===== src/hdl/rco_defines.vh =====
// Constants for the RC calibration and one-time store register block
`ifndef RCO_DEFINES_VH
`define RCO_DEFINES_VH

// Register offsets (serial port addresses)
`define RCO_ADDR_W 6
`define RCO_OFS_CAL_STROBE 6'h04
`define RCO_OFS_REF_PERIOD 6'h05
`define RCO_OFS_CORRECTION 6'h06
`define RCO_OFS_CAL_STATUS 6'h08
`define RCO_OFS_RAW_COUNT 6'h09
`define RCO_OFS_NV_MIRROR 6'h0a
`define RCO_OFS_NV_ENABLE 6'h0b
`define RCO_OFS_NV_ADDR 6'h0c
`define RCO_OFS_NV_PULSE 6'h0d
`define RCO_OFS_ST_MODE 6'h0e
`define RCO_OFS_ST_RESULT 6'h0f

// Register widths and field layout
`define RCO_DATA_W 24
`define RCO_PERIOD_W 15
`define RCO_CORR_W 9
`define RCO_CODE_W 4
`define RCO_NV_ADDR_W 4
`define RCO_NV_BITS 16
`define RCO_SIG_W 16
`define RCO_STAT_CAL_BUSY 4
`define RCO_STAT_NV_BUSY 5
`define RCO_ST_BUSY_BIT 16
`define RCO_NV_PRG_FLAG 13
`define RCO_NV_FINE_LSB 0

// Reset values
`define RCO_RST_PERIOD 15'h0000
`define RCO_RST_CORR 9'h000
`define RCO_RST_NV_ADDR 4'h0
`define RCO_RST_SIG 16'h0000

// Serial frame: one direction bit, six address bits, 24 data bits
`define RCO_FRAME_HDR 7
`define RCO_FRAME_LAST 6'h1e
`define RCO_BITCNT_W 6

// Correction step is 1.024 ns, so one LSB is 1024 ps: shift by ten
`define RCO_CORR_STEP_PS 1024
`define RCO_CORR_SHIFT 10
`define RCO_SUM_W 26
// Corrected count bits that form the fine code; 4.096 ns per code
`define RCO_CODE_LSB 12
`define RCO_CODE_MAX 4'hb
`define RCO_RAW_MAX 24'hffffff

// Self-test uses a synthetic RC end after this many reference periods
`define RCO_ST_TICKS 16'h0040
`define RCO_TICK_W 16
`define RCO_CRC_INIT 16'hffff
`define RCO_CRC_POLY 16'h1021

// Timing of one store programming operation
`define RCO_CLK_PERIOD_PS 8000
`define RCO_NV_PROG_TIME_NS 10000
`define RCO_NV_PROG_CYC ((`RCO_NV_PROG_TIME_NS * 1000 + `RCO_CLK_PERIOD_PS - 1) / `RCO_CLK_PERIOD_PS)
`define RCO_NV_CNT_W 20

// Engine states
`define RCO_ST_IDLE 2'h0
`define RCO_ST_MEAS 2'h1
`define RCO_ST_CORR 2'h2
`define RCO_ST_SIGN 2'h3

`endif


===== src/hdl/rco_regs.v =====
// Serial register bank for RC calibration, self-test and one-time store
//
// Notes on behaviour
// - Any strobe write launches calibration when enabled and no run is busy
// - Strobe starts self-test when mode bit set
// - Fifteen-bit reference period in picoseconds
// - Signed correction added before code decode
// - Correction LSB equals 1.024 ns
// - Calibrated fine code limited to zero through eleven
// - Calibration busy at status bit four
// - Raw 24-bit count before correction readable
// - Mirror shows stored parameter bits
// - Stored values used only when programmed flag
// - Pulse write programs bit when enabled
// - Store write busy at status bit five
// - Signature and busy bit sixteen readable
// - Calibration runs only while enabled
// - Override bit selects host fine code
`timescale 1ns/1ps
`include "rco_defines.vh"

module rco_regs (
    input wire mclk,
    input wire rstn,
    input wire sclk,
    input wire sen_n,
    input wire sdi,
    output reg sdo_ff,
    output reg sdo_oe_ff,
    input wire ref_clk,
    input wire rc_cmp,
    input wire cal_enable,
    input wire force_cal_code,
    input wire [`RCO_CODE_W-1:0] force_fine_code,
    input wire use_stored_values_ctrl,
    output reg rc_charge_ff,
    output reg [`RCO_CODE_W-1:0] active_fine_code_ff,
    output reg stored_active_ff,
    output reg [`RCO_NV_BITS-1:0] nv_mirror_ff,
    output reg nv_fuse_pulse_ff
);
    localparam NPIN = 5;
    localparam P_SCLK = 0;
    localparam P_SEN = 1;
    localparam P_SDI = 2;
    localparam P_REF = 3;
    localparam P_RC = 4;
    localparam integer NV_CYC_INT = `RCO_NV_PROG_CYC;
    localparam [`RCO_NV_CNT_W-1:0] NV_CYC = NV_CYC_INT[`RCO_NV_CNT_W-1:0];

    reg [1:0] rst_sync_ff;
    wire rst_n = rst_sync_ff[1];

    always @(posedge mclk or negedge rstn)
    begin
        if (!rstn)
            rst_sync_ff <= 2'b00;
        else
            rst_sync_ff <= {rst_sync_ff[0], 1'b1};
    end

    // Pin conditioning: three stages, change taken when stages two and three agree
    wire [NPIN-1:0] pin_in = {rc_cmp, ref_clk, sdi, sen_n, sclk};
    wire [NPIN-1:0] filt_ff;
    wire [NPIN-1:0] filt_d_ff;
    genvar g;
    generate
        for (g = 0; g < NPIN; g = g + 1)
        begin : g_pin
            // Reset to the pin's idle level so no false edge follows reset
            reg [2:0] sync_ff;
            reg level_ff;
            reg level_d_ff;
            always @(posedge mclk or negedge rst_n)
            begin
                if (!rst_n)
                begin
                    sync_ff <= (g == P_SEN) ? 3'b111 : 3'b000;
                    level_ff <= (g == P_SEN) ? 1'b1 : 1'b0;
                    level_d_ff <= (g == P_SEN) ? 1'b1 : 1'b0;
                end
                else
                begin
                    sync_ff <= {sync_ff[1:0], pin_in[g]};
                    if (sync_ff[1] == sync_ff[2])
                        level_ff <= sync_ff[2];
                    level_d_ff <= level_ff;
                end
            end
            assign filt_ff[g] = level_ff;
            assign filt_d_ff[g] = level_d_ff;
        end
    endgenerate

    wire sclk_rise = filt_ff[P_SCLK] & ~filt_d_ff[P_SCLK];
    wire sclk_fall = ~filt_ff[P_SCLK] & filt_d_ff[P_SCLK];
    wire frame_on = ~filt_ff[P_SEN];
    wire ref_tick = filt_ff[P_REF] & ~filt_d_ff[P_REF];
    wire sdi_bit = filt_ff[P_SDI];

    // Serial frame state
    reg [`RCO_BITCNT_W-1:0] bitcnt_ff;
    reg [`RCO_DATA_W+`RCO_FRAME_HDR-2:0] shift_ff;
    reg [`RCO_DATA_W-1:0] rd_sh_ff;
    reg rd_mode_ff;

    // Register contents
    reg [`RCO_PERIOD_W-1:0] ref_period_ff;
    reg [`RCO_CORR_W-1:0] correction_ff;
    reg nv_program_enable_ff;
    reg [`RCO_NV_ADDR_W-1:0] nv_addr_ff;
    reg selftest_mode_enable_ff;
    reg [`RCO_NV_BITS-1:0] nv_store_ff;
    reg nv_write_active_ff;
    reg [`RCO_NV_CNT_W-1:0] nv_cnt_ff;
    reg [`RCO_NV_ADDR_W-1:0] nv_target_ff;
    reg cal_start_ff;
    reg nv_start_ff;

    wire eng_busy;
    wire eng_test;
    wire eng_charge;
    wire [`RCO_DATA_W-1:0] eng_raw;
    wire [`RCO_CODE_W-1:0] eng_code;
    wire [`RCO_SIG_W-1:0] eng_sig;

    wire cal_busy = eng_busy & ~eng_test;
    wire selftest_busy = eng_busy & eng_test;
    wire [`RCO_ADDR_W-1:0] hdr_addr = shift_ff[`RCO_ADDR_W-1:0];
    wire [`RCO_ADDR_W-1:0] wr_addr = shift_ff[`RCO_DATA_W+`RCO_ADDR_W-2:`RCO_DATA_W-1];
    wire [`RCO_DATA_W-1:0] wr_data = {shift_ff[`RCO_DATA_W-2:0], sdi_bit};
    wire wr_rd_bit = shift_ff[`RCO_DATA_W+`RCO_ADDR_W-1];
    wire hdr_done = sclk_rise && bitcnt_ff == `RCO_FRAME_HDR - 1;
    wire wr_fire = frame_on && sclk_rise && bitcnt_ff == `RCO_FRAME_LAST && !wr_rd_bit;

    reg [`RCO_DATA_W-1:0] rd_data;

    always @*
    begin
        rd_data = {`RCO_DATA_W{1'b0}};
        case (hdr_addr)
            `RCO_OFS_REF_PERIOD: rd_data[`RCO_PERIOD_W-1:0] = ref_period_ff;
            `RCO_OFS_CORRECTION: rd_data[`RCO_CORR_W-1:0] = correction_ff;
            `RCO_OFS_CAL_STATUS:
            begin
                rd_data[`RCO_CODE_W-1:0] = eng_code;
                rd_data[`RCO_STAT_CAL_BUSY] = cal_busy;
                rd_data[`RCO_STAT_NV_BUSY] = nv_write_active_ff;
            end
            `RCO_OFS_RAW_COUNT: rd_data = eng_raw;
            `RCO_OFS_NV_MIRROR: rd_data[`RCO_NV_BITS-1:0] = nv_store_ff;
            `RCO_OFS_NV_ENABLE: rd_data[0] = nv_program_enable_ff;
            `RCO_OFS_NV_ADDR: rd_data[`RCO_NV_ADDR_W-1:0] = nv_addr_ff;
            `RCO_OFS_ST_MODE: rd_data[0] = selftest_mode_enable_ff;
            `RCO_OFS_ST_RESULT:
            begin
                // Signature is only meaningful once the busy bit has cleared
                rd_data[`RCO_SIG_W-1:0] = eng_sig;
                rd_data[`RCO_ST_BUSY_BIT] = selftest_busy;
            end
            default: rd_data = {`RCO_DATA_W{1'b0}};
        endcase
    end

    // Serial shifter
    always @(posedge mclk or negedge rst_n)
    begin
        if (!rst_n)
        begin
            bitcnt_ff <= {`RCO_BITCNT_W{1'b0}};
            shift_ff <= {(`RCO_DATA_W+`RCO_FRAME_HDR-1){1'b0}};
            rd_sh_ff <= {`RCO_DATA_W{1'b0}};
            rd_mode_ff <= 1'b0;
            sdo_ff <= 1'b0;
            sdo_oe_ff <= 1'b0;
        end
        else if (!frame_on)
        begin
            bitcnt_ff <= {`RCO_BITCNT_W{1'b0}};
            rd_mode_ff <= 1'b0;
            sdo_ff <= 1'b0;
            sdo_oe_ff <= 1'b0;
        end
        else
        begin
            if (sclk_rise && bitcnt_ff <= `RCO_FRAME_LAST)
            begin
                shift_ff <= {shift_ff[`RCO_DATA_W+`RCO_FRAME_HDR-3:0], sdi_bit};
                bitcnt_ff <= bitcnt_ff + 1'b1;
            end
            if (hdr_done)
            begin
                // Header completes on this edge; direction bit is now shift_ff[5]
                rd_mode_ff <= shift_ff[`RCO_ADDR_W-1];
            end
            if (sclk_rise && bitcnt_ff == `RCO_FRAME_HDR && rd_mode_ff)
                rd_sh_ff <= rd_data;
            // Data goes out on falling edges so it is settled at the host's rising edge
            if (sclk_fall && rd_mode_ff && bitcnt_ff > `RCO_FRAME_HDR - 1)
            begin
                sdo_ff <= (bitcnt_ff == `RCO_FRAME_HDR) ? rd_data[`RCO_DATA_W-1]
                                                         : rd_sh_ff[`RCO_DATA_W-1];
                if (bitcnt_ff != `RCO_FRAME_HDR)
                    rd_sh_ff <= {rd_sh_ff[`RCO_DATA_W-2:0], 1'b0};
                sdo_oe_ff <= 1'b1;
            end
        end
    end

    // Register writes and strobes
    always @(posedge mclk or negedge rst_n)
    begin
        if (!rst_n)
        begin
            ref_period_ff <= `RCO_RST_PERIOD;
            correction_ff <= `RCO_RST_CORR;
            nv_program_enable_ff <= 1'b0;
            nv_addr_ff <= `RCO_RST_NV_ADDR;
            selftest_mode_enable_ff <= 1'b0;
            cal_start_ff <= 1'b0;
            nv_start_ff <= 1'b0;
        end
        else
        begin
            cal_start_ff <= 1'b0;
            nv_start_ff <= 1'b0;
            if (wr_fire)
            begin
                case (wr_addr)
                    `RCO_OFS_CAL_STROBE:
                        // Written value is dropped; a strobe during a run is lost
                        cal_start_ff <= cal_enable & ~eng_busy;
                    `RCO_OFS_REF_PERIOD: ref_period_ff <= wr_data[`RCO_PERIOD_W-1:0];
                    `RCO_OFS_CORRECTION: correction_ff <= wr_data[`RCO_CORR_W-1:0];
                    `RCO_OFS_NV_ENABLE: nv_program_enable_ff <= wr_data[0];
                    `RCO_OFS_NV_ADDR: nv_addr_ff <= wr_data[`RCO_NV_ADDR_W-1:0];
                    `RCO_OFS_NV_PULSE:
                        nv_start_ff <= nv_program_enable_ff & ~nv_write_active_ff;
                    `RCO_OFS_ST_MODE: selftest_mode_enable_ff <= wr_data[0];
                    default: cal_start_ff <= 1'b0;
                endcase
            end
        end
    end

    // One-time store: a bit can only be set, never cleared except by reset
    always @(posedge mclk or negedge rst_n)
    begin
        if (!rst_n)
        begin
            nv_store_ff <= {`RCO_NV_BITS{1'b0}};
            nv_write_active_ff <= 1'b0;
            nv_cnt_ff <= {`RCO_NV_CNT_W{1'b0}};
            nv_target_ff <= `RCO_RST_NV_ADDR;
            nv_fuse_pulse_ff <= 1'b0;
        end
        else if (nv_start_ff)
        begin
            nv_write_active_ff <= 1'b1;
            nv_fuse_pulse_ff <= 1'b1;
            nv_cnt_ff <= NV_CYC;
            nv_target_ff <= nv_addr_ff;
        end
        else if (nv_write_active_ff)
        begin
            if (nv_cnt_ff == {{(`RCO_NV_CNT_W-1){1'b0}}, 1'b1})
            begin
                nv_store_ff[nv_target_ff] <= 1'b1;
                nv_write_active_ff <= 1'b0;
                nv_fuse_pulse_ff <= 1'b0;
            end
            nv_cnt_ff <= nv_cnt_ff - 1'b1;
        end
    end

    rco_cal_engine u_engine (
        .mclk(mclk),
        .rst_n(rst_n),
        .enable(cal_enable),
        .start(cal_start_ff),
        .test_mode(selftest_mode_enable_ff),
        .ref_tick(ref_tick),
        .rc_done(filt_ff[P_RC]),
        .period(ref_period_ff),
        .correction(correction_ff),
        .busy_ff(eng_busy),
        .test_ff(eng_test),
        .charge_ff(eng_charge),
        .raw_ff(eng_raw),
        .code_ff(eng_code),
        .sig_ff(eng_sig)
    );

    // Filter-facing outputs
    wire stored_ok = nv_store_ff[`RCO_NV_PRG_FLAG] & use_stored_values_ctrl;
    always @(posedge mclk or negedge rst_n)
    begin
        if (!rst_n)
        begin
            rc_charge_ff <= 1'b0;
            active_fine_code_ff <= {`RCO_CODE_W{1'b0}};
            stored_active_ff <= 1'b0;
            nv_mirror_ff <= {`RCO_NV_BITS{1'b0}};
        end
        else
        begin
            rc_charge_ff <= eng_charge;
            stored_active_ff <= stored_ok;
            nv_mirror_ff <= nv_store_ff;
            if (force_cal_code)
                active_fine_code_ff <= force_fine_code;
            else if (stored_ok)
                active_fine_code_ff <= nv_store_ff[`RCO_NV_FINE_LSB+`RCO_CODE_W-1:`RCO_NV_FINE_LSB];
            else
                active_fine_code_ff <= eng_code;
        end
    end
endmodule // rco_regs


===== src/hdl/rco_cal_engine.v =====
// RC calibration engine: measure, correct, decode, optional signature
`timescale 1ns/1ps
`include "rco_defines.vh"

module rco_cal_engine (
    input wire mclk,
    input wire rst_n,
    input wire enable,
    input wire start,
    input wire test_mode,
    input wire ref_tick,
    input wire rc_done,
    input wire [`RCO_PERIOD_W-1:0] period,
    input wire [`RCO_CORR_W-1:0] correction,
    output reg busy_ff,
    output reg test_ff,
    output reg charge_ff,
    output reg [`RCO_DATA_W-1:0] raw_ff,
    output reg [`RCO_CODE_W-1:0] code_ff,
    output reg [`RCO_SIG_W-1:0] sig_ff
);
    localparam [1:0] S_IDLE = `RCO_ST_IDLE;
    localparam [1:0] S_MEAS = `RCO_ST_MEAS;
    localparam [1:0] S_CORR = `RCO_ST_CORR;
    localparam [1:0] S_SIGN = `RCO_ST_SIGN;

    reg [1:0] state_ff;
    reg [`RCO_TICK_W-1:0] tick_ff;
    wire [`RCO_DATA_W:0] acc = {1'b0, raw_ff} + {10'h000, period};
    wire signed [`RCO_SUM_W-1:0] corr_sum = {2'b00, raw_ff}
        + {{7{correction[`RCO_CORR_W-1]}}, correction, 10'h000};
    wire too_big = |corr_sum[`RCO_SUM_W-2:`RCO_CODE_LSB+`RCO_CODE_W];
    wire [`RCO_CODE_W-1:0] raw_code = corr_sum[`RCO_CODE_LSB+`RCO_CODE_W-1:`RCO_CODE_LSB];
    wire meas_end = test_ff ? (tick_ff == `RCO_ST_TICKS) : rc_done;

    function [`RCO_SIG_W-1:0] crc_step;
        input [`RCO_SIG_W-1:0] crc;
        input [`RCO_DATA_W+`RCO_CODE_W-1:0] data;
        integer i;
        reg [`RCO_SIG_W-1:0] c;
        begin
            c = crc;
            for (i = `RCO_DATA_W + `RCO_CODE_W - 1; i >= 0; i = i - 1)
            begin
                if (c[`RCO_SIG_W-1] ^ data[i])
                    c = {c[`RCO_SIG_W-2:0], 1'b0} ^ `RCO_CRC_POLY;
                else
                    c = {c[`RCO_SIG_W-2:0], 1'b0};
            end
            crc_step = c;
        end
    endfunction

    always @(posedge mclk or negedge rst_n)
    begin
        if (!rst_n)
        begin
            state_ff <= S_IDLE;
            busy_ff <= 1'b0;
            test_ff <= 1'b0;
            charge_ff <= 1'b0;
            tick_ff <= {`RCO_TICK_W{1'b0}};
            raw_ff <= {`RCO_DATA_W{1'b0}};
            code_ff <= {`RCO_CODE_W{1'b0}};
            sig_ff <= `RCO_RST_SIG;
        end
        else if (!enable)
        begin
            // Dropping the enable aborts a run; results keep their last value
            state_ff <= S_IDLE;
            busy_ff <= 1'b0;
            charge_ff <= 1'b0;
        end
        else
        begin
            case (state_ff)
                S_IDLE:
                begin
                    if (start)
                    begin
                        state_ff <= S_MEAS;
                        busy_ff <= 1'b1;
                        test_ff <= test_mode;
                        charge_ff <= 1'b1;
                        tick_ff <= {`RCO_TICK_W{1'b0}};
                        raw_ff <= {`RCO_DATA_W{1'b0}};
                    end
                end
                S_MEAS:
                begin
                    // Accumulating the period per tick avoids a 24x15 multiplier
                    if (meas_end || raw_ff == `RCO_RAW_MAX)
                    begin
                        state_ff <= S_CORR;
                        charge_ff <= 1'b0;
                    end
                    else if (ref_tick)
                    begin
                        tick_ff <= tick_ff + 1'b1;
                        raw_ff <= acc[`RCO_DATA_W] ? `RCO_RAW_MAX : acc[`RCO_DATA_W-1:0];
                    end
                end
                S_CORR:
                begin
                    if (corr_sum[`RCO_SUM_W-1])
                        code_ff <= {`RCO_CODE_W{1'b0}};
                    else if (too_big || raw_code > `RCO_CODE_MAX)
                        code_ff <= `RCO_CODE_MAX;
                    else
                        code_ff <= raw_code;
                    if (test_ff)
                        state_ff <= S_SIGN;
                    else
                    begin
                        state_ff <= S_IDLE;
                        busy_ff <= 1'b0;
                    end
                end
                S_SIGN:
                begin
                    sig_ff <= crc_step(`RCO_CRC_INIT, {code_ff, raw_ff});
                    state_ff <= S_IDLE;
                    busy_ff <= 1'b0;
                end
                default:
                begin
                    state_ff <= S_IDLE;
                    busy_ff <= 1'b0;
                end
            endcase
        end
    end
endmodule // rco_cal_engine


===== config.mk =====
export PLATFORM = sky130hd
export DESIGN_NAME = rco_regs
export DESIGN_NICKNAME = d
export VERILOG_FILES = /design/src/hdl/rco_regs.v /design/src/hdl/rco_cal_engine.v
export VERILOG_INCLUDE_DIRS = /design/src /design/src/hdl
export SDC_FILE = /design/constraint.sdc
export NUM_CORES = 1
export LEC_CHECK = 0
export BUFFER_PORTS_ARGS = -buffer_cell sky130_fd_sc_hd__buf_4
export CORE_ASPECT_RATIO = 0.7
export CORE_MARGIN = 2
export CORE_UTILIZATION = 45
export CTS_BUF_LIST = sky130_fd_sc_hd__clkbuf_2
export CTS_CLUSTER_SIZE = 14
export DETAILED_ROUTE_END_ITERATION = 6
export GPL_ROUTABILITY_DRIVEN = 0
export GPL_TIMING_DRIVEN = 0
export SLEW_MARGIN = 10
export SYNTH_ARGS = -nofsm -noshare
export SYNTH_HDL_FRONTEND = slang
export SYNTH_SLANG_ARGS = --single-unit
export TNS_END_PERCENT = 20

===== constraint.sdc =====
create_clock -name mclk -period 8.39 [get_ports mclk]
set_clock_uncertainty 0.05 [all_clocks]
set_input_delay 0.4195 -clock mclk [delete_from_list [all_inputs] [get_ports mclk]]
set_output_delay 0.4195 -clock mclk [all_outputs]
set_load 0.01 [all_outputs]

==> impl_metrics.env, run 1 <==
export IMPL_antenna_left=0
export IMPL_ys_warnings_count=0
export IMPL_fillers=2605
export IMPL_area_growth_pct=12.7
export IMPL_crit_type="reg -> reg"
export IMPL_viasPerCell=5.67
export IMPL_clkPwrFrac_pct=33.7
export IMPL_dr_pass1_iters=6
export IMPL_seq_area_frac_synth_pct=48.7
export IMPL_coreArea_um2=27800
export IMPL_async_flop_share_pct=100
export IMPL_cp_startpoint="u_engine.raw_ff[0]"
export IMPL_power_density_nw_per_um2=163
export IMPL_slew_viol_final=0
export IMPL_dp_slack_ns=4.91
export IMPL_layout_setup_ws_ns=4.80
export IMPL_die_area_um2=29700
export IMPL_cts_buffer_depth=3
export IMPL_outcome="completed"
export IMPL_end_kind="register"
export IMPL_initial_utilization_pct=45.8
export IMPL_yosysMostFrequentCell="dfrtp_1"
export IMPL_worstPathArrival_ns=4.37
export IMPL_p_int_mw=1.63
export IMPL_num_io_pins=39
export IMPL_grt_pass1_wl_um=53900
export IMPL_r2r_slack_ns=4.80
export IMPL_postSynthAreaPerCell_um2=10.6
export IMPL_cts_max_level=2
export IMPL_max_cap_violations=0
export IMPL_yosys_area_top_type="dfrtp_1"
export IMPL_rsz0062_at_grt="no"
export IMPL_synth_top_cell_area_share_pct=47.9
export IMPL_final_area_um2=14400
export IMPL_slowest_delay_ns=0.54
export IMPL_grt_ovfl_total=0
export IMPL_die_w_um=205
export IMPL_synthesis_area_um2=12700
export IMPL_required_ns=9.17
export IMPL_post_drt_wl_per_cell_um=19.4
export IMPL_power_total_mw=2.34
export IMPL_hold_path_class="in -> reg"
export IMPL_antenna_found_initial=1
export IMPL_syn_nets=1257
export IMPL_route_detailed_drc=0
export IMPL_crit_path_max_fanout=10
export IMPL_dp_hpwl_um=24900
export IMPL_synth_area_leaders="dfrtp_1, mux2_2, xnor2_1"
export IMPL_numCtsBuffers=60
export IMPL_start_kind="register"
export IMPL_fmax_mhz=278
export IMPL_final_nets=1384
export IMPL_rows=51
export IMPL_grt_usage_pct=23.7
export IMPL_comb_power_share_pct=12.0
export IMPL_cts_setup_buffers=0
export IMPL_vias=9942
export IMPL_cts_root_buf="clkbuf_2"
export IMPL_layout_min_cycle_time_ns=3.59
export IMPL_p_sw_uw=707
export IMPL_hp_start="sclk"
export IMPL_synthCells=1207
export IMPL_synth_edff_count=0
export IMPL_first_global_vias=9468
export IMPL_finalCritPeriodShare_pct=42.8
export IMPL_cpMaxStageDelayCell="a32oi_1"
export IMPL_regArea_um2=6210
export IMPL_die_h_um=145
export IMPL_slew_headroom_pct=26.4
export IMPL_finalHoldViolCount=0
export IMPL_finalWirelength_um=34100
export IMPL_swShare_pct=30.3
export IMPL_drtIter0Drc=899
export IMPL_tightest_slew_ns=1.09
export IMPL_leakage_nw=6.94
export IMPL_netlist_top_cells_count="dfrtp_1, nor2_1, nand2_1"
export IMPL_ys_flop_type="dfrtp_1"
export IMPL_multi_input_area_um2=6220
export IMPL_cts_tree="built"
export IMPL_crit_path_cell_trace="ha_1, fa_1, a21oi_1, o21bai_1, a21oi_1, o2111ai_1, a32oi_1, clkbuf_1, nand3_1, a22o_1"
export IMPL_grt_start_max_net_pins=60
export IMPL_cts_clk_slew_worst_paths_ns=0.11
export IMPL_synth_cell_types=81
export IMPL_cpMostUsedCell="a21oi_1"
export IMPL_setup_viol=0
export IMPL_drive_gt1_share_pct=16.7
export IMPL_ir_drop_uv=105
export IMPL_clock_latency_ns=0.93
export IMPL_seq_power_share_pct=54.3
export IMPL_cts_sinks=248
export IMPL_io_buffers=38
export IMPL_synth_seq_cells=248
export IMPL_worstReg2RegStart="u_engine.raw_ff[0]"
export IMPL_placed_area_um2=13600
export IMPL_fin_setup_tns_ns=0
## worst max-delay path: cells and delay by family, from the launching register on
kind | cells | cell delay, ns
compound gates | 6 | 1.70
fa+ha+maj | 2 | 0.65
flops | 1 | 0.49
buf+inv | 1 | 0.46
simple gates | 1 | 0.14
## cell type report
| class | count | share of cell area, % |
|---|---|---|
| antenna | 1 | 0.0174 |
| multi-input combinational | 879 | 43.3 |
| buffer | 59 | 1.70 |
| inverter | 21 | 0.548 |
| clock buffer | 91 | 3.17 |
| sequential | 248 | 43.2 |
| clock inverter | 19 | 0.540 |
| tap | 371 | 3.23 |
| timing repair buffer | 65 | 4.30 |
## final timing paths
kind	to	cells past startpoint
min	g_pin[0].sync_ff[0]	2
max in group asynchronous	g_pin[1].level_ff	2
min in group asynchronous	u_engine.code_ff[2]	0
min reg2reg	u_engine.code_ff[2]	0
max	u_engine.raw_ff[7]	10
max reg2reg	u_engine.raw_ff[7]	10
## state kept, by name, indices dropped and copies added (netlist names), 2 cells and up
register / flops
nv_store_ff: 16
nv_cnt_ff: 20
ref_period_ff: 15
u_engine.raw_ff: 24
u_engine.code_ff: 4
bitcnt_ff: 6
shift_ff: 30
rst_sync_ff: 2
rd_sh_ff: 24
nv_addr_ff: 4
correction_ff: 9
u_engine.sig_ff: 16
u_engine.state_ff: 2
nv_target_ff: 4
g_pin.level_ff: 5
nv_mirror_ff: 16
u_engine.tick_ff: 16
g_pin.level_d_ff: 2
g_pin.sync_ff: 15
active_fine_code_ff: 4
## metrics by stage
step,instances,util (%),hold WS [ns]
after floorplan,1207,-,0.0739
after global placement,1616,48.5,0.152
after detailed placement,1620,48.9,0.154
after CTS,1753,51.6,0.00322
after global routing,1754,51.7,0.0267
final,1754,51.7,0.117
## timing repair
item,in CTS,in global routing
hold buffers,23,0
endpoints found under the hold margin,18,0
resized for setup,0,0
## kinds of logic (layout without fill, tap and decap cells)
logic type	after synthesis	in the layout	synth area share (%)
AOI/OAI and AO/OA	281	281	15.0
xor gates and xnor gates	114	114	8.92
adders and majority gates	41	41	3.98
buffers and inverters	80	255	2.53
DFF	248	248	48.7
muxes	80	80	6.94
other	1	2	0.0294
and+or+nand+nor	362	362	13.9
## per-layer routing
metal,wire length (um),track usage [%],up-vias
met3,3290,7.66,84
met2,13200,32.1,369
met5,0,0,-
met1,16600,35.6,4841
met4,918,7.57,0
li1,-,-,4648
## placed cells by master (no fill, tap or decap), types with 9 or more instances in the layout
| cell | count |
|---|---|
| a31oi_1 | 14 |
| buf_4 | 39 |
| a211oi_1 | 9 |
| a22o_1 | 13 |
| a21o_1 | 19 |
| nand3_1 | 23 |
| mux2_1 | 14 |
| clkbuf_2 | 92 |
| nand4_1 | 13 |
| dlygate4sd3_1 | 23 |
| o22a_1 | 16 |
| nor2b_1 | 18 |
| nand2b_1 | 17 |
| nand2_1 | 93 |
| a22oi_1 | 18 |
| a221oi_1 | 10 |
| a21oi_1 | 69 |
| mux2_2 | 53 |
| inv_1 | 18 |
| ha_1 | 35 |
| xnor2_1 | 56 |
| xor2_1 | 41 |
| and3_1 | 17 |
| mux2i_1 | 13 |
| clkinv_1 | 17 |
| xnor2_2 | 12 |
| clkbuf_1 | 46 |
| nor3_1 | 30 |
| o21ai_1 | 35 |
| o21ai_0 | 18 |
| dfrtp_1 | 243 |
| nor2_1 | 100 |
## power by group through the flow
stage / combinational, mW / clock, mW / sequential, mW
floorplan: 0.183 / 0 / 1.29
global placement: 0.238 / 0 / 1.31
detailed placement: 0.268 / 0 / 1.29
CTS: 0.278 / 0.821 / 1.27
global route: 0.307 / 0.883 / 1.27
finish: 0.280 / 0.787 / 1.27
(Power assumes the default switching activity.)
==> run 2, diff against run 1 <==
==> constraint.sdc (replaced) <==
create_clock -name mclk -period 3.34 [get_ports mclk]
set_clock_uncertainty 0.05 [all_clocks]
set_input_delay 0.167 -clock mclk [delete_from_list [all_inputs] [get_ports mclk]]
set_output_delay 0.167 -clock mclk [all_outputs]
set_load 0.01 [all_outputs]
==> run 2 against run 1 <==
Compared with the run above:
- routed wire length is 0.46% lower
- combinational power grew to 2.5 times the previous value
- first-iteration DRC count is 3.4% lower
- non-clock buffer count is 12 higher
- worst hold slack worse by 0.015 ns
- global-route usage hardly changed
- utilization is 0.48 points higher
- maximum frequency is 12% higher
- die area stayed put
==> impl_metrics.env, run 2 (synthesis gave the netlist of run 1 again) <==
export IMPL_leakage_nw=6.99
export IMPL_vias=9912
export IMPL_crit_path_max_fanout=9
export IMPL_grt_ovfl_total=0
export IMPL_post_drt_wl_per_cell_um=19.3
export IMPL_cts_root_buf="clkbuf_2"
export IMPL_route_detailed_drc=0
export IMPL_cts_tree="built"
export IMPL_crit_type="reg -> reg"
export IMPL_crit_family="compound AO/OA/AOI/OAI gates"
export IMPL_end_kind="register"
export IMPL_dp_hpwl_um=24700
export IMPL_antenna_left=0
export IMPL_numCtsBuffers=59
export IMPL_power_density_nw_per_um2=399
export IMPL_outcome="completed"
export IMPL_drive_gt1_share_pct=17.5
export IMPL_rows=51
export IMPL_worstPathArrival_ns=3.92
export IMPL_final_nets=1395
export IMPL_power_total_mw=5.79
export IMPL_cts_buffer_depth=3
export IMPL_crit_path_cell_trace="ha_1, clkbuf_1, o2111ai_1, a21boi_0, a32oi_2, and2_2, and2_1, a311oi_1"
export IMPL_top_regs="shift_ff x30, rd_sh_ff x24, u_engine.raw_ff x24"
export IMPL_fmax_mhz=313
export IMPL_hold_path_class="in -> async"
export IMPL_finalHoldViolCount=0
export IMPL_max_cap_violations=0
export IMPL_slowest_delay_ns=0.54
export IMPL_slew_headroom_pct=22.6
export IMPL_die_area_um2=29700
export IMPL_tightest_slew_ns=1.15
export IMPL_num_io_pins=39
export IMPL_top_register="shift_ff"
export IMPL_grt_start_max_net_pins=65
export IMPL_final_util_pct=52.1
export IMPL_finalWirelength_um=34000
export IMPL_die_h_um=145
export IMPL_start_kind="register"
export IMPL_required_ns=4.06
export IMPL_io_buffers=38
export IMPL_clock_latency_ns=0.94
export IMPL_coreArea_um2=27800
export IMPL_ir_drop_uv=230
export IMPL_dr_pass1_iters=6
export IMPL_grt_usage_pct=23.8
export IMPL_setup_viol=0
export IMPL_area_growth_pct=13.8
export IMPL_cts_sinks=248
export IMPL_final_cell_mix="dfrtp_1, nor2_1, nand2_1, clkbuf_2, a21oi_1"
export IMPL_initial_utilization_pct=45.8
export IMPL_path_buf_inv=1
export IMPL_cts_clk_slew_worst_paths_ns=0.10
export IMPL_layout_min_cycle_time_ns=3.20
export IMPL_largest_register_ffs=30
export IMPL_cts_max_level=2
export IMPL_drtIter0Drc=868
export IMPL_die_w_um=205
export IMPL_first_global_vias=9321
export IMPL_grt_pass1_wl_um=53800
export IMPL_antenna_found_initial=1
export IMPL_final_common_cell="dfrtp_1"
export IMPL_slew_viol_final=0
export IMPL_rsz0062_at_grt="no"
export IMPL_viasPerCell=5.64
export IMPL_finalCritPeriodShare_pct=95.7
export IMPL_cpMaxStageDelayCell="dfrtp_2"
-- run 2: cell count changes in the layout (fill, tap and decap cells not counted), moves of 3 or more --
cell / before / now
dfrtp_1: 243 / 240
buf_4: 39 / 42
dlygate4sd3_1: 23 / 32
clkbuf_2: 92 / 87
dfrtp_2: 0 / 3
-- run 2: layout make-up --
| cell class | instances | area, um^2 |
|---|---|---|
| Antenna cell | 1 | 2.50 |
| Buffer | 59 | 246 |
| Clock buffer | 84 | 420 |
| Clock inverter | 19 | 78.8 |
| Fill cell | 2555 | 13300 |
| Inverter | 21 | 78.8 |
| Multi-Input combinational cell | 879 | 6260 |
| Sequential cell | 248 | 6220 |
| Tap cell | 371 | 464 |
| Timing Repair Buffer | 77 | 731 |
-- run 2: where the power goes --
part / total (mW) / internal, mW / switching [mW]
Clock: 1.89 / 0.675 / 1.22
Sequential: 3.19 / 3.09 / 0.105
Combinational: 0.706 / 0.286 / 0.421
-- run 2: per-stage QoR --
step                area, um^2  std cells  hold slack (ns)  setup TNS [ns]  setup slack, ns
CTS                      14400       1755           0.0126               0           0.0466
global route             14500       1759           0.0891               0          0.00576
global placement         13500       1616           -0.101          -39.17           -0.191
finish                   14500       1759            0.102               0            0.145
floorplan                12800       1207           -0.179               0            0.631
detailed placement       13600       1620          -0.0991          -0.834          -0.0840
-- run 2: timing repair --
| item | CTS | global route |
|---|---|---|
| setup endpoints to repair | 21 | 46 |
| buffers inserted | 0 | 3 |
| gates resized for setup | 3 | 13 |
| endpoints found under the hold margin | 27 | 0 |
| pin swaps | 0 | 2 |
| hold buffers | 32 | 0 |
| gates cloned | 0 | 0 |
-- run 2: routing by layer --
| layer | vias to the layer above | track usage, % | wire length (um) |
|---|---|---|---|
| met1 | 4852 | 37.1 | 17100 |
| li1 | 4679 | - | - |
| met4 | 0 | 7.04 | 689 |
| met3 | 60 | 6.54 | 2920 |
| met2 | 321 | 31.4 | 13200 |
| met5 | - | 0 | 0 |
-- run 2: final timing paths --
| check | startpoint | to | slack (ns) | depth (start not counted) |
|---|---|---|---|---|
| worst max-delay path | u_engine.raw_ff[10] | u_engine.raw_ff[17] | 0.14 | 8 |
| worst min register to register | rst_sync_ff[1] | nv_mirror_ff[14] | 0.25 | 0 |
| worst max register to register | u_engine.raw_ff[10] | u_engine.raw_ff[17] | 0.14 | 8 |
| max in group asynchronous | rst_sync_ff[1] | shift_ff[19] | 1.93 | 2 |
| min in group mclk | use_stored_values_ctrl | stored_active_ff | 0.16 | 4 |
| worst min-delay path | rstn | rst_sync_ff[1] | 0.10 | 3 |
-- run 2: tightest hold or removal path, cell delays in order --
cell and delay (ns):
dlygate4sd3_1 0.53, buf_4 0.09, dlygate4sd3_1 0.57
==> run 3, diff against run 2 <==
--- a/config.mk
+++ b/config.mk
@@ -7,6 +7,8 @@
 export NUM_CORES = 1
 export LEC_CHECK = 0
 export BUFFER_PORTS_ARGS = -buffer_cell sky130_fd_sc_hd__buf_4
+export CELL_PAD_IN_SITES_DETAIL_PLACEMENT = 1
+export CELL_PAD_IN_SITES_GLOBAL_PLACEMENT = 1
 export CORE_ASPECT_RATIO = 0.7
 export CORE_MARGIN = 2
 export CORE_UTILIZATION = 45
@@ -15,6 +17,7 @@
 export DETAILED_ROUTE_END_ITERATION = 6
 export GPL_ROUTABILITY_DRIVEN = 0
 export GPL_TIMING_DRIVEN = 0
+export PLACE_DENSITY_LB_ADDON = 0.1
 export SLEW_MARGIN = 10
 export SYNTH_ARGS = -nofsm -noshare
 export SYNTH_HDL_FRONTEND = slang
==> run 3 against run 2 <==
Compared with the run above:
- combinational power is 3% higher
- flip-flop and latch count stayed put
- routed wire length is 13% higher
- cell count is 0.74% higher
- non-clock buffer count is 3 higher
- sequential power hardly changed
- maximum frequency is 3.3% higher
- power is 2.0% higher
- worst setup slack better by 0.10 ns
- utilization is 0.27 points higher
- critical path type unchanged
- largest cell class unchanged
- highest routed layer unchanged
==> impl_metrics.env, run 3 (synthesis gave the netlist of run 1 again) <==
export IMPL_largest_register_ffs=30
export IMPL_rows=51
export IMPL_grt_usage_pct=26.6
export IMPL_outcome="completed"
export IMPL_grt_start_max_net_pins=62
export IMPL_dp_hpwl_um=27800
export IMPL_io_buffers=38
export IMPL_viasPerCell=5.75
export IMPL_cts_max_level=2
export IMPL_drive_gt1_share_pct=17.6
export IMPL_cpMaxStageDelayCell="dfrtp_1"
export IMPL_required_ns=4.09
export IMPL_power_density_nw_per_um2=405
export IMPL_antenna_left=0
export IMPL_final_cell_mix="dfrtp_1, nor2_1, nand2_1, clkbuf_2, a21oi_1"
export IMPL_cts_sinks=248
export IMPL_setup_viol=0
export IMPL_slew_headroom_pct=22.1
export IMPL_ir_drop_uv=342
export IMPL_numCtsBuffers=60
export IMPL_leakage_nw=7.02
export IMPL_crit_path_cell_trace="ha_1, fa_1, a21oi_1, o21bai_1, a21oi_2, o2111ai_2, a32oi_2, buf_4, clkbuf_2, nand2_1, a22o_1"
export IMPL_clock_latency_ns=0.95
export IMPL_final_nets=1399
export IMPL_layout_min_cycle_time_ns=3.09
export IMPL_first_global_vias=10300
export IMPL_coreArea_um2=27800
export IMPL_rsz0062_at_grt="no"
export IMPL_area_growth_pct=14.4
export IMPL_hold_path_class="in -> reg"
export IMPL_grt_pass1_wl_um=59900
export IMPL_worstPathArrival_ns=3.84
export IMPL_initial_utilization_pct=45.8
export IMPL_num_io_pins=39
export IMPL_cts_tree="built"
export IMPL_final_util_pct=52.4
export IMPL_slew_viol_final=0
export IMPL_post_drt_wl_per_cell_um=21.6
export IMPL_final_area_um2=14600
export IMPL_slowest_delay_ns=0.48
export IMPL_top_register="shift_ff"
export IMPL_crit_type="reg -> reg"
export IMPL_dr_pass1_iters=6
export IMPL_placed_area_um2=13600
export IMPL_finalCritPeriodShare_pct=92.6
export IMPL_max_cap_violations=0
export IMPL_die_h_um=145
export IMPL_drtIter0Drc=650
export IMPL_tightest_slew_ns=1.15
export IMPL_finalWirelength_um=38300
export IMPL_cts_buffer_depth=3
export IMPL_antenna_found_initial=2
export IMPL_vias=10200
export IMPL_fmax_mhz=323
export IMPL_top_regs="shift_ff x30, rd_sh_ff x24, u_engine.raw_ff x24"
export IMPL_die_w_um=205
export IMPL_route_detailed_drc=0
export IMPL_grt_ovfl_total=0
export IMPL_finalHoldViolCount=0
export IMPL_die_area_um2=29700
export IMPL_start_kind="register"
export IMPL_crit_path_max_fanout=10
export IMPL_cts_root_buf="clkbuf_2"
export IMPL_end_kind="register"
export IMPL_final_common_cell="dfrtp_1"
export IMPL_cts_clk_slew_worst_paths_ns=0.12
run 3: metal layers:
| metal | global-route usage [%] | part of all wire (%) |
|---|---|---|
| met5 | 0 | 0 |
| met4 | 7.69 | 2.2 |
| met3 | 5.80 | 7.2 |
| met2 | 38.7 | 42 |
| met1 | 39.7 | 49 |
run 3: worst paths after layout:
path	end	startpoint	slack, ns	cells after the start
worst max-delay path	u_engine.raw_ff[2]	u_engine.raw_ff[0]	0.25	11
worst min-delay path	stored_active_ff	use_stored_values_ctrl	0.20	4
worst max register to register	u_engine.raw_ff[2]	u_engine.raw_ff[0]	0.25	11
worst min register to register	active_fine_code_ff[0]	rst_sync_ff[1]	0.28	0
max in group asynchronous	shift_ff[12]	rst_sync_ff[1]	1.87	2
min in group asynchronous	active_fine_code_ff[0]	rst_sync_ff[1]	0.28	0
run 3: through the flow:
stage	std cells	TNS, ns	total power, mW	hold slack, ns	setup slack [ns]
floorplan	1207	0	3.70	-0.179	0.631
CTS	1766	-0.0121	5.96	0.0253	-0.0121
detailed placement	1620	-4.23	3.93	-0.0960	-0.292
finish	1772	0	5.90	0.198	0.248
global placement	1616	-45.58	3.89	-0.100	-0.234
global route	1772	0	6.22	0.168	0.0271
run 3: final cells by class:
class | count | area (um^2)
Buffer | 59 | 248
Antenna cell | 1 | 2.50
Inverter | 21 | 78.8
Clock inverter | 31 | 128
Tap cell | 371 | 464
Sequential cell | 248 | 6220
Timing Repair Buffer | 80 | 756
Multi-Input combinational cell | 879 | 6280
Fill cell | 3127 | 13200
Clock buffer | 82 | 410
run 3: power breakdown:
group / switching, mW / internal, mW
clock network: 1.31 / 0.681
logic: 0.438 / 0.287
registers: 0.104 / 3.09
total: 1.85 / 4.06
run 3: what timing repair did:
item                                    4_1_cts  5_1_grt
buffers inserted                              0        5
hold endpoints to repair                     41        0
gates resized for setup                       5       16
pin swaps                                     0        1
hold buffers                                 33        0
endpoints found under the setup margin       25       46
run 3: worst max-delay path, delay by kind of cell (launching register included):
family | cells | cell delay, ns
buffers and inverters | 2 | 0.40
and+or+nand+nor | 1 | 0.09
adders and majority gates | 2 | 0.68
AOI/OAI and AO/OA | 6 | 1.29
DFF | 1 | 0.48
